--- config.mk ---
export PLATFORM = sky130hd
export DESIGN_NAME = ppa_top
export DESIGN_NICKNAME = d
export VERILOG_FILES = /design/src/core/ppa_pkg.sv /design/src/core/ppa_top.sv /design/src/core/ppa_regword.sv
export SDC_FILE = /design/constraint.sdc
export NUM_CORES = 1
export LEC_CHECK = 0
export BUFFER_PORTS_ARGS = -buffer_cell sky130_fd_sc_hd__buf_2
export CORE_UTILIZATION = 50
export CTS_CLUSTER_SIZE = 16
export DETAILED_ROUTE_END_ITERATION = 16
export GPL_ROUTABILITY_DRIVEN = 1
export PLACE_DENSITY = 0.76
export RECOVER_POWER = 100
export SYNTH_ARGS = -nofsm -noshare
export SYNTH_HDL_FRONTEND = slang
export SYNTH_SLANG_ARGS = --single-unit
export TNS_END_PERCENT = 50
--- constraint.sdc ---
create_clock -name clk -period 3.86 [get_ports clk]
set_input_delay 1.158 -clock clk [delete_from_list [all_inputs] [get_ports clk]]
set_output_delay 1.158 -clock clk [all_outputs]
set_load 0.005 [all_outputs]
--- src/core/ppa_pkg.sv ---
package ppa_pkg;
  // Register byte offsets on the APB slave
  localparam logic [7:0] PPA_ADDR_OFS = 8'h00;
  localparam logic [7:0] PPA_CTRL_OFS = 8'h04;
  // Address register fields
  localparam int PPA_SEL2_BIT = 15;
  localparam int PPA_SEL1_BIT = 14;
  localparam int PPA_LOW_MSB  = 13;
  localparam int PPA_IMPL_W   = 16;
  localparam logic [15:0] PPA_ADDR_RST = 16'h0000;
  // Control register fields
  localparam int PPA_SELF_LSB = 0;
  localparam int PPA_STEP_LSB = 2;
  localparam logic [3:0] PPA_CTRL_RST = 4'h0;
  // Select function field codes
  localparam logic [1:0] PPA_SELF_NONE = 2'h0;
  localparam logic [1:0] PPA_SELF_ONE  = 2'h1;
  localparam logic [1:0] PPA_SELF_TWO  = 2'h2;
  // Address step mode codes
  localparam logic [1:0] PPA_STEP_HOLD = 2'h0;
  localparam logic [1:0] PPA_STEP_INC  = 2'h1;
  localparam logic [1:0] PPA_STEP_DEC  = 2'h2;
  // APB access answer latency in cycles after setup
  localparam int PPA_APB_WAIT = 1;

  typedef enum logic [1:0] {
    PPA_IDLE = 2'b01,
    PPA_DONE = 2'b10
  } ppa_apb_st_t;
endpackage

--- src/core/ppa_top.sv ---
`timescale 1ns/1ns
// Operation
// - Bits 31 to 16 of the address register read back as zero.
// - Function 10 or 01: bit 15 drives second chip select active when 1.
// - Function 00: bit 15 is address bit 15 on the address lines.
// - Only function 10: bit 14 drives first chip select active when 1.
// - Function 00 or 01: bit 14 is address bit 14.
// - Bits 13 to 0 always hold low address driven on the lines.
// - Per mode, address steps up, down or holds after each completed cycle.
// - Bits used as chip selects never take part in stepping.
module ppa_top
  import ppa_pkg::*;
(
  input  wire logic        clk,
  input  wire logic        resetn,
  input  wire logic        psel,
  input  wire logic        penable,
  input  wire logic        pwrite,
  input  wire logic [7:0]  paddr,
  input  wire logic [31:0] pwdata,
  output logic      [31:0] prdata,
  output logic             pready,
  output logic             pslverr,
  input  wire logic        cycle_done,
  output logic      [15:0] ext_addr,
  output logic             first_select,
  output logic             second_select
);
  ////////////////////////////////////////////////////////////////////////////
  // Decode helpers
  function automatic logic sel2_on(input logic [1:0] f);
    sel2_on = (f == PPA_SELF_TWO) || (f == PPA_SELF_ONE);
  endfunction

  function automatic logic sel1_on(input logic [1:0] f);
    sel1_on = (f == PPA_SELF_TWO);
  endfunction

  typedef struct packed {
    ppa_apb_st_t st;
    logic [31:0] rdata;
    logic        ready;
    logic        slverr;
    logic [15:0] ext;
    logic        cs1;
    logic        cs2;
  } ppa_state_t;

  ppa_state_t s_q;
  ppa_state_t s_d;

  logic [15:0] addr_q;
  logic [15:0] addr_wd;
  logic        addr_we;
  logic [3:0]  ctrl_q;
  logic        ctrl_we;
  logic [1:0]  self_f;
  logic [1:0]  step_f;
  logic        setup;
  logic        hit_addr;
  logic        hit_ctrl;
  logic        xfer_end;
  logic        wr_addr;
  logic        wr_ctrl;
  logic [15:0] stepped;
  logic [15:0] keep_mask;

  assign self_f   = ctrl_q[PPA_SELF_LSB +: 2];
  assign step_f   = ctrl_q[PPA_STEP_LSB +: 2];
  assign setup    = psel && !penable && (s_q.st == PPA_IDLE);
  assign hit_addr = (paddr == PPA_ADDR_OFS);
  assign hit_ctrl = (paddr == PPA_CTRL_OFS);
  // Writes land at the completing access edge, not at setup
  assign xfer_end = psel && penable && s_q.ready;
  assign wr_addr  = xfer_end && pwrite && hit_addr;
  assign wr_ctrl  = xfer_end && pwrite && hit_ctrl;

  ////////////////////////////////////////////////////////////////////////////
  // Step the address; select bits are frozen
  always_comb begin
    keep_mask = 16'h0000;
    if (sel2_on(self_f)) begin
      keep_mask[PPA_SEL2_BIT] = 1'b1;
    end
    if (sel1_on(self_f)) begin
      keep_mask[PPA_SEL1_BIT] = 1'b1;
    end
    case (step_f)
      PPA_STEP_INC: stepped = addr_q + 16'h0001;
      PPA_STEP_DEC: stepped = addr_q - 16'h0001;
      default:      stepped = addr_q;
    endcase
    stepped = (stepped & ~keep_mask) | (addr_q & keep_mask);
  end

  // Software write wins over a step in the same cycle
  always_comb begin
    addr_we = 1'b0;
    addr_wd = stepped;
    if (wr_addr) begin
      addr_we = 1'b1;
      addr_wd = pwdata[PPA_IMPL_W-1:0];
    end else if (cycle_done && step_f != PPA_STEP_HOLD) begin
      addr_we = 1'b1;
    end
  end

  assign ctrl_we = wr_ctrl;

  ppa_regword #(.W(16), .RST(PPA_ADDR_RST)) u_addr (
    .clk    (clk),
    .resetn (resetn),
    .we     (addr_we),
    .wdata  (addr_wd),
    .q      (addr_q)
  );

  ppa_regword #(.W(4), .RST(PPA_CTRL_RST)) u_ctrl (
    .clk    (clk),
    .resetn (resetn),
    .we     (ctrl_we),
    .wdata  (pwdata[3:0]),
    .q      (ctrl_q)
  );

  ////////////////////////////////////////////////////////////////////////////
  // APB slave and pin drive
  always_comb begin
    s_d = s_q;
    s_d.ready = 1'b0;
    s_d.slverr = 1'b0;
    case (s_q.st)
      PPA_IDLE: begin
        if (setup) begin
          s_d.st = PPA_DONE;
          s_d.ready = 1'b1;
          s_d.slverr = !(hit_addr || hit_ctrl);
          s_d.rdata = 32'h0000_0000;
          if (hit_addr) begin
            s_d.rdata = {16'h0000, addr_q};
          end else if (hit_ctrl) begin
            s_d.rdata = {28'h0000000, ctrl_q};
          end
        end
      end
      PPA_DONE: s_d.st = PPA_IDLE;
      default:  s_d.st = PPA_IDLE;
    endcase
    s_d.ext = {2'b00, addr_q[PPA_LOW_MSB:0]};
    if (!sel2_on(self_f)) begin
      s_d.ext[PPA_SEL2_BIT] = addr_q[PPA_SEL2_BIT];
    end
    if (!sel1_on(self_f)) begin
      s_d.ext[PPA_SEL1_BIT] = addr_q[PPA_SEL1_BIT];
    end
    s_d.cs2 = sel2_on(self_f) && addr_q[PPA_SEL2_BIT];
    s_d.cs1 = sel1_on(self_f) && addr_q[PPA_SEL1_BIT];
  end

  always_ff @(posedge clk or negedge resetn) begin
    if (!resetn) begin
      s_q <= '{st: PPA_IDLE, rdata: 32'h0, ready: 1'b0, slverr: 1'b0,
               ext: 16'h0, cs1: 1'b0, cs2: 1'b0};
    end else begin
      s_q <= s_d;
    end
  end

  assign prdata        = s_q.rdata;
  assign pready        = s_q.ready;
  assign pslverr       = s_q.slverr;
  assign ext_addr      = s_q.ext;
  assign first_select  = s_q.cs1;
  assign second_select = s_q.cs2;

  ////////////////////////////////////////////////////////////////////////////
  // Checks
  AST_UPPER_ZERO: assert property (@(posedge clk) disable iff (!resetn)
    pready |-> prdata[31:16] == 16'h0000) else $error("upper bits not zero");
  AST_CS2: assert property (@(posedge clk) disable iff (!resetn)
    sel2_on(self_f) && addr_q[15] && $stable(ctrl_q) |=> second_select)
    else $error("second select not active");
  AST_A15: assert property (@(posedge clk) disable iff (!resetn)
    self_f == PPA_SELF_NONE
    |=> ext_addr[15] == $past(addr_q[15]) && !second_select)
    else $error("bit 15 not driven as address");
  AST_CS1: assert property (@(posedge clk) disable iff (!resetn)
    !sel1_on(self_f) |=> !first_select) else $error("first select wrongly on");
  AST_A14: assert property (@(posedge clk) disable iff (!resetn)
    self_f == PPA_SELF_ONE |=> ext_addr[14] == $past(addr_q[14]))
    else $error("bit 14 not driven as address");
  AST_LOW: assert property (@(posedge clk) disable iff (!resetn)
    1'b1 |=> ext_addr[13:0] == $past(addr_q[13:0]))
    else $error("low address wrong");
  AST_INC: assert property (@(posedge clk) disable iff (!resetn)
    cycle_done && !wr_addr && step_f == PPA_STEP_INC &&
    self_f == PPA_SELF_NONE |=> addr_q == $past(addr_q) + 16'h0001)
    else $error("no increment");
  AST_FREEZE: assert property (@(posedge clk) disable iff (!resetn)
    cycle_done && !wr_addr && self_f == PPA_SELF_TWO
    |=> addr_q[15:14] == $past(addr_q[15:14]))
    else $error("select bits stepped");
  AST_FREEZE1: assert property (@(posedge clk) disable iff (!resetn)
    cycle_done && !wr_addr && self_f == PPA_SELF_ONE
    |=> addr_q[15] == $past(addr_q[15])) else $error("select bit stepped");
  AST_DEC: assert property (@(posedge clk) disable iff (!resetn)
    cycle_done && !wr_addr && step_f == PPA_STEP_DEC &&
    self_f == PPA_SELF_NONE |=> addr_q == $past(addr_q) - 16'h0001)
    else $error("no decrement");
  AST_HOLD: assert property (@(posedge clk) disable iff (!resetn)
    cycle_done && !wr_addr && step_f == PPA_STEP_HOLD
    |=> addr_q == $past(addr_q)) else $error("address moved on hold");
  AST_WR: assert property (@(posedge clk) disable iff (!resetn)
    wr_addr |=> addr_q == $past(pwdata[15:0]))
    else $error("address write lost");
  AST_CS2_OFF: assert property (@(posedge clk) disable iff (!resetn)
    sel2_on(self_f) && !addr_q[15] |=> !second_select)
    else $error("second select wrongly on");
  AST_CS1_ON: assert property (@(posedge clk) disable iff (!resetn)
    sel1_on(self_f) && addr_q[14] |=> first_select)
    else $error("first select not active");
  AST_RST: assert property (@(posedge clk)
    $rose(resetn) |-> addr_q == 16'h0000 && !first_select && !second_select)
    else $error("reset value wrong");
endmodule

--- src/core/ppa_regword.sv ---
`timescale 1ns/1ns
// Small storage word with registered read data
module ppa_regword
  import ppa_pkg::*;
#(
  parameter int             W   = 16,
  parameter logic [W-1:0]   RST = '0
) (
  input  wire logic         clk,
  input  wire logic         resetn,
  input  wire logic         we,
  input  wire logic [W-1:0] wdata,
  output logic      [W-1:0] q
);
  typedef struct packed {
    logic [W-1:0] val;
  } ppa_word_t;

  ppa_word_t s_q;
  ppa_word_t s_d;

  // Load when enabled
  always_comb begin
    s_d = s_q;
    if (we) begin
      s_d.val = wdata;
    end
  end

  always_ff @(posedge clk or negedge resetn) begin
    if (!resetn) begin
      s_q <= '{val: RST};
    end else begin
      s_q <= s_d;
    end
  end

  assign q = s_q.val;
endmodule

==> results.md, run 1 <==
- Status: finished, final reports clean
- FP Rows: 31
- Clk_lat worst skew: 0.34 ns
- Worst IR Drop VDD: 0.188 mV
- RSZ-0062 raised after global routing: no
- Core area: roughly 7300 µm²
- GRT Residual Overflow: 0
- Max-slew violations: 0
- FF+latch count, synth: 58
- Final Hold Fails: 0
- Final GP Congestion: 0.895
- Worst R2R End: u_addr.q[11]
- Synth Warn #: 0
- Most frequent cells in the layout: dfrtp_1, buf_2, nor2_1, clkbuf_1, a21oi_1
- Global-route wire length before repair: 12.4 mm
- Total CTS buffers: 9
- R2R Path Start: u_ctrl.q[2]
- Post-synth ARST share: 100%
- Leading cell type in the layout, fill and taps excluded: dfrtp_1
- Die X: 88.6 µm
- WL/cell: 14.7 µm
- IO Pins: 98
- Clk_skew: roughly 0.011 ns
- Part of the cycle the worst path needs: 83.7%
- CTS tree: yes
- Vias in the first global route: between 2000 and 3000
- Worst Tran Pin Value: 0.971 ns
- DIE AREA: 7840 µm²
- Port bufs: 65
- Hold WS: approximately 0.46 ns
- Hold_sp: u_addr.q[13]
- WP data required: ~4.1 ns
- Count of final setup violators: 0
- Tmin final: 3.23 ns
- Root Buffer: clkbuf_8
- Gr usage total: 20.7%
- Synth Area per Inst: between 9 and 10 µm²
- Primary FF master, synth: dfrtp_1
- Worst-path fanout max: 20
- Hold_buf cts: 0
- Min-Delay Endpoint: ext_addr[13]
- Post-detail-place hpwl: 5.28 mm
- Clock slew seen by the registers of the worst setup and hold paths: 0.07 ns
- Starting density of the core: 51.6%
- First-pass DRT Iterations: 4
- PostCTS Resize Cnt: 0
- Seq/Total Area, Yosys: 38.8%
- Max_cap viols: 0
- Startpoint Class: flop
- Initial antenna violation count: 0
- N_diodes: 0
- Reg2reg path depth: 9
- Routed Antenna Nets: 0
- Pin count of the biggest net entering global routing: 47
- Die H: approximately 89 µm
- Hold Path Depth: 0
- Final net count: 474
- Hold Path Class: reg -> reg
- P per Cell Area: 354 nW/µm²
- Critical Path AT: 3.45 ns
- Vias/cell: 5.51
- Critical path capture point type: flop
- Residual DRC count: 0
- Layout cells sized above 1: between 10% and 20%
- Routed WL: 7.72 mm
- Lkg Pwr: approximately 1.8 nW
- Cell variety after synth: 67
- H-tree levels: 3
- Layout area overhead: 5.88%
- Mapped Area: 3750 µm²
- Via count: 2892
- Clock sink total: just under 60
- FMAX: 310 MHz
- Rel. slew slack: a little over a third
- Mapped Cells: 404
- Setup TNS after final layout: 0 ns
- Setup Fix Bufs, Post-CTS: 0
- Crit Path Category: reg -> reg
- Clock Tree Buf Depth: 2
- Post-synth EDFFs: 0
- DR iter-0 viols: 173
- Flop-to-flop setup slack: 0.63 ns
[sequential cells by signal (all words and copies together) (netlist names), named ones only]
name,cells
first_select,1
prdata,16
second_select,1
u_addr.q,14
pslverr,1
s_q,2
ext_addr,16
u_ctrl.q,4
pready,1
[metrics by stage]
step	utilization [%]	power (mW)	instances	setup slack [ns]	area (µm²)
floorplan	-	0.661	419	0.745	3800
global placement	51.9	0.680	509	0.835	3770
detailed placement	51.9	0.681	509	0.819	3770
CTS	55.6	1.42	525	0.807	4030
global route	54.7	1.45	525	0.451	3970
finish	54.7	1.41	525	0.629	3970
[layout make-up]
cell class | instances | area, µm²
flip-flops and latches | 58 | 1450
clock inverters | 7 | 141
inverters | 8 | 30.0
multi-input cells | 272 | 1770
well taps | 99 | 124
clock buffers | 9 | 124
fillers | 672 | 3290
repair buffers | 72 | 329
[Yosys cell counts, types with 4 or more instances]
cell | number | share of area [%]
a31oi_1 | 5 | 0.84
nor2_1 | 30 | 3.0
xnor2_1 | 9 | 2.1
nor4_2 | 4 | 1.3
clkbuf_1 | 10 | 1.0
a22o_1 | 12 | 2.8
nand2_1 | 26 | 2.6
o21ai_0 | 12 | 1.6
buf_4 | 55 | 11
a21oi_1 | 29 | 3.9
nor3_1 | 6 | 0.80
o21ai_1 | 5 | 0.67
buf_2 | 11 | 1.5
nor2b_1 | 4 | 0.67
mux2_2 | 5 | 1.5
dfrtp_1 | 57 | 38
nand2b_1 | 4 | 0.67
a221oi_1 | 4 | 0.94
and3_1 | 9 | 1.5
nor4_1 | 7 | 1.2
nand3_1 | 16 | 2.1
inv_1 | 7 | 0.70
ha_1 | 7 | 2.3
mux2i_1 | 9 | 2.4
[metal layers]
metal / global-route usage, % / routed length, µm / vias to the layer above / share of wire [%]
met1: 27.4 / 3440 / 1377 / 45
met2: 32.9 / 3710 / 93 / 48
li1: - / - / 1410 / -
met5: 0 / 0 / - / 0
met4: 9.68 / 123 / 0 / 1.6
met3: 3.92 / 443 / 12 / 5.7
[worst max path at each step]
stage,cells after the start,startpoint,slack (ns),endpoint
after floorplan,15,u_ctrl.q[2],0.75,u_addr.q[6]
after global placement,8,cycle_done,0.84,u_addr.q[12]
after detailed placement,9,u_ctrl.q[2],0.82,u_addr.q[7]
after CTS,9,u_ctrl.q[2],0.81,u_addr.q[7]
after global routing,9,u_ctrl.q[2],0.45,flop
final,9,u_ctrl.q[2],0.63,u_addr.q[11]
[kinds of logic (layout without fill, tap and decap cells)]
group	count (synthesis)	in the layout	synth area share, %
AO/OA/AOI/OAI	96	96	17.7
XOR/XNOR	10	10	2.34
adder cells (fa/ha/maj)	7	7	2.34
buffers and inverters	89	96	15.4
flip-flops	58	58	38.8
multiplexers	17	17	4.91
other	1	16	0.100
AND/OR/NAND/NOR	126	126	18.4
[critical path, cell delays in order (launching register included)]
cell and delay (ns):
dfrtp_1 0.42, inv_1 0.12, ha_1 0.64, inv_1 0.32, o211a_2 0.39, o31a_2 0.39, o21ai_0 0.32, xnor2_1 0.20
mux2i_1 0.22, nand3_1 0.08
[where the power goes]
group          total (mW)  internal (mW)  switching [mW]
registers           0.617          0.613         0.00425
clock network       0.739          0.494           0.245
logic              0.0500         0.0176          0.0324
total                1.41           1.12           0.282
No activity file was read; power rests on OpenSTA's default activity.
==> run 2, diff against run 1 <==
Settings changed: ABC_AREA set to 1.
Clock period 3.86 ns to 3 ns, I/O delays scaled along.
==> run 2 against run 1 <==
Compared with the run above:
- design area is essentially flat
- sequential power grew 31%
- area after synthesis shrank 1.7%
- synthesized cell count grew 23%
- critical path depth grew 4
- core utilization grew 2.5 points
- maximum frequency grew 24%
- power grew 22%
- final cell count grew 21%
- critical path type unchanged
- highest routed layer unchanged
==> results.md, run 2 <==
- Mapped Area: 3680 µm² (-1.7%)
- FF+latch count, synth: 58 (unchanged)
- Worst Tran Pin Value: 1.48 ns (+0.506 ns)
- Slowest cell delay on critical path: 0.42 ns (-0.22 ns)
- Part of the cycle the worst path needs: 86.8% (+3.1 points)
- CTS tree: yes
- Most common cell on crit path: nand2_1
- Rel. slew slack: 1.55% (-34 points)
- WL/cell: 13.5 µm (-8.1%)
- H-tree levels: 3 (unchanged)
- Post-synth ARST share: 100% (unchanged)
- Clock Tree Buf Depth: 2 (unchanged)
- Worst IR Drop VDD: 0.232 mV (+24%)
- Final net count: 586 (+24%)
- Synth Warn #: 0 (unchanged)
- Post-synth top area cell: dfrtp_1
- Via count: 3201 (+11%)
- Leading cell type in the layout, fill and taps excluded: nand2_1
- CP max stage cell: dfrtp_1
- Root Buffer: clkbuf_8
- Post-synth top cells: nand2_1, inv_1, dfrtp_1
- Starting density of the core: 53.0% (+1.4 points)
- Setup TNS after final layout: 0 ns (unchanged)
- Startpoint Class: flop
- Clock slew seen by the registers of the worst setup and hold paths: 0.07 ns (about the same)
- Final Hold Fails: 0 (unchanged)
- RSZ-0062 raised after global routing: no
- Primary FF master, synth: dfrtp_1
- Global-route wire length before repair: 13.9 mm (+12%)
- PostCTS Resize Cnt: 0 (unchanged)
- Mapped Cells: 495 (+23%)
- Lkg Pwr: 2.11 nW (+16%)
- N_diodes: 0 (unchanged)
- Final GP Congestion: 0.918 (+2.5%)
- Most frequent cell after synthesis: nand2_1
- Flop-to-flop setup slack: 0.40 ns (-0.23 ns)
- Setup Fix Bufs, Post-CTS: 0 (unchanged)
- FMAX: 384 MHz (+24%)
- Worst-path fanout max: 21 (+5.0%)
- Port bufs: 65 (unchanged)
- Hold_sp: u_addr.q[6]
- P per Cell Area: 430 nW/µm² (+21%)
- Min-Delay Endpoint: ext_addr[6]
- IO Pins: 98 (unchanged)
- Vias/cell: 5.05 (-8.3%)
- Hold Path Class: reg -> reg
- R2R Path Start: u_ctrl.q[2]
- WP data required: 3.21 ns (-0.87 ns)
- Cell variety after synth: 35 (-48%)
- FP Rows: 30 (-3.2%)
- Post-detail-place hpwl: 6.36 mm (+20%)
- Core area: 6940 µm² (-4.3%)
- Max_cap viols: 0 (unchanged)
- Status: finished, final reports clean
- Residual DRC count: 0 (unchanged)
- Crit Path Category: reg -> reg
- First-pass DRT Iterations: 6 (+2)
- Post-synth EDFFs: 0 (unchanged)
- Synth Area per Inst: 7.44 µm² (-20%)
- Count of final setup violators: 0 (unchanged)
- Final Power: 1.71 mW (+22%)
- Total CTS buffers: 9 (unchanged)
- Pin count of the biggest net entering global routing: 32 (-32%)
- Reg2reg path depth: 13 (+4)
- Hold Path Depth: 0 (unchanged)
- Hold_buf cts: 0 (unchanged)
- Clock sink total: 58 (unchanged)
- Die H: 87.8 µm (-0.84%)
- DIE AREA: 7710 µm² (-1.7%)
- GRT Residual Overflow: 0 (unchanged)
- DR iter-0 viols: 210 (+21%)
- Layout area overhead: 7.82%
- Max-slew violations: 0 (unchanged)
- Clk_skew: 0.0102 ns (-0.000767 ns)
- Die X: 87.8 µm (-0.84%)
- Most frequent cells in the layout: nand2_1, inv_1, dfrtp_1
- CP cell instances: inv_1 > ha_1 > inv_2 > clkbuf_2 > nand2_1 > nand2_1 > nand3_1 > o21bai_1 > nand2_1 > nand2_1 > nand2_1 > nand3_1 > o211ai_1
- Largest cells by area after synthesis: dfrtp_1, nand2_1, buf_4
- Synth top area share: 38.7% (+0.66 points)
- Routed WL: 8.56 mm (+11%)
- Seq/Total Area, Yosys: 39.4% (+0.67 points)
- Worst R2R End: u_addr.q[8]
- Clk_lat worst skew: 0.34 ns (about the same)
- Critical path capture point type: flop
- Critical Path AT: 2.81 ns (-0.64 ns)
- Vias in the first global route: 2836 (+12%)
- Gr usage total: 24.0% (+3.3 points)
- Routed Antenna Nets: 0 (unchanged)
- Initial antenna violation count: 0 (unchanged)
- Tmin final: 2.60 ns (-0.628 ns)
- Layout cells sized above 1: 14.7% (-2.9 points)
## run 2: cell count changes after synthesis, sizes merged, moves of 9 or more
cell	previous run	this run
nand3	16	35
buf	71	58
a22o	12	0
inv	8	66
a21oi	30	11
nor4	11	0
o31ai	2	11
mux2i	9	0
nand2	26	155
## run 2: how the worst max path moves through the flow
stage / start / end / slack, ns
finish: u_ctrl.q[2] / u_addr.q[8] / 0.40
global route: u_ctrl.q[2] / flop / 0.20
CTS: u_ctrl.q[2] / flop / 0.59
detailed placement: psel / u_addr.q[9] / 0.51
global placement: psel / u_addr.q[9] / 0.56
floorplan: u_ctrl.q[2] / flop / 0.92
## run 2: power by group
group / internal [mW] / switching [mW] / total, mW
registers: 0.799 / 0.00840 / 0.807
logic: 0.0347 / 0.0613 / 0.0959
clock network: 0.490 / 0.315 / 0.805
total: 1.32 / 0.384 / 1.71
## run 2: layer usage
metal	part of all wire [%]	vias to the layer above	global-route usage (%)
li1	-	1576	-
met1	47	1478	33.1
met2	45	132	38.3
met3	5.8	15	4.62
met4	1.6	0	7.30
met5	0	-	0
## run 2: layout make-up
type	count	area, µm²
multi-input combinational	325	1580
fill	662	2970
timing repair buffer	73	353
clock buffer	13	149
sequential	58	1450
tap	96	120
inverter	66	248
clock inverter	3	65.1
## run 2: cells by family after synthesis
group / after synthesis / share of synthesized area, %
AOI/OAI and AO/OA: 57 / 9.72
muxes: 1 / 0.306
other: 1 / 0.102
adders and majority gates: 7 / 2.38
and+or+nand+nor: 237 / 27.5
buffers and inverters: 127 / 18.7
DFF: 58 / 39.4
xor gates and xnor gates: 7 / 1.87
## run 2: worst max-delay path: cells and delay by family, from the launching register on
kind / cells / cell delay, ns
fa+ha+maj: 1 / 0.35
buf+inv: 3 / 0.61
compound gates: 2 / 0.42
simple gates: 7 / 0.66
flops: 1 / 0.42
## run 2: per-stage QoR
step           instances  setup slack (ns)  hold WS, ns  util [%]  instance area [µm²]
2_1_floorplan        510             0.919        0.395         -                 3740
3_3_place_gp         618             0.555        0.413      54.9                 3810
3_5_place_dp         618             0.512        0.416      54.9                 3810
4_1_cts              634             0.593        0.442      58.0                 4030
5_1_grt              634             0.195        0.446      57.2                 3970
6_report             634             0.397        0.440      57.2                 3970
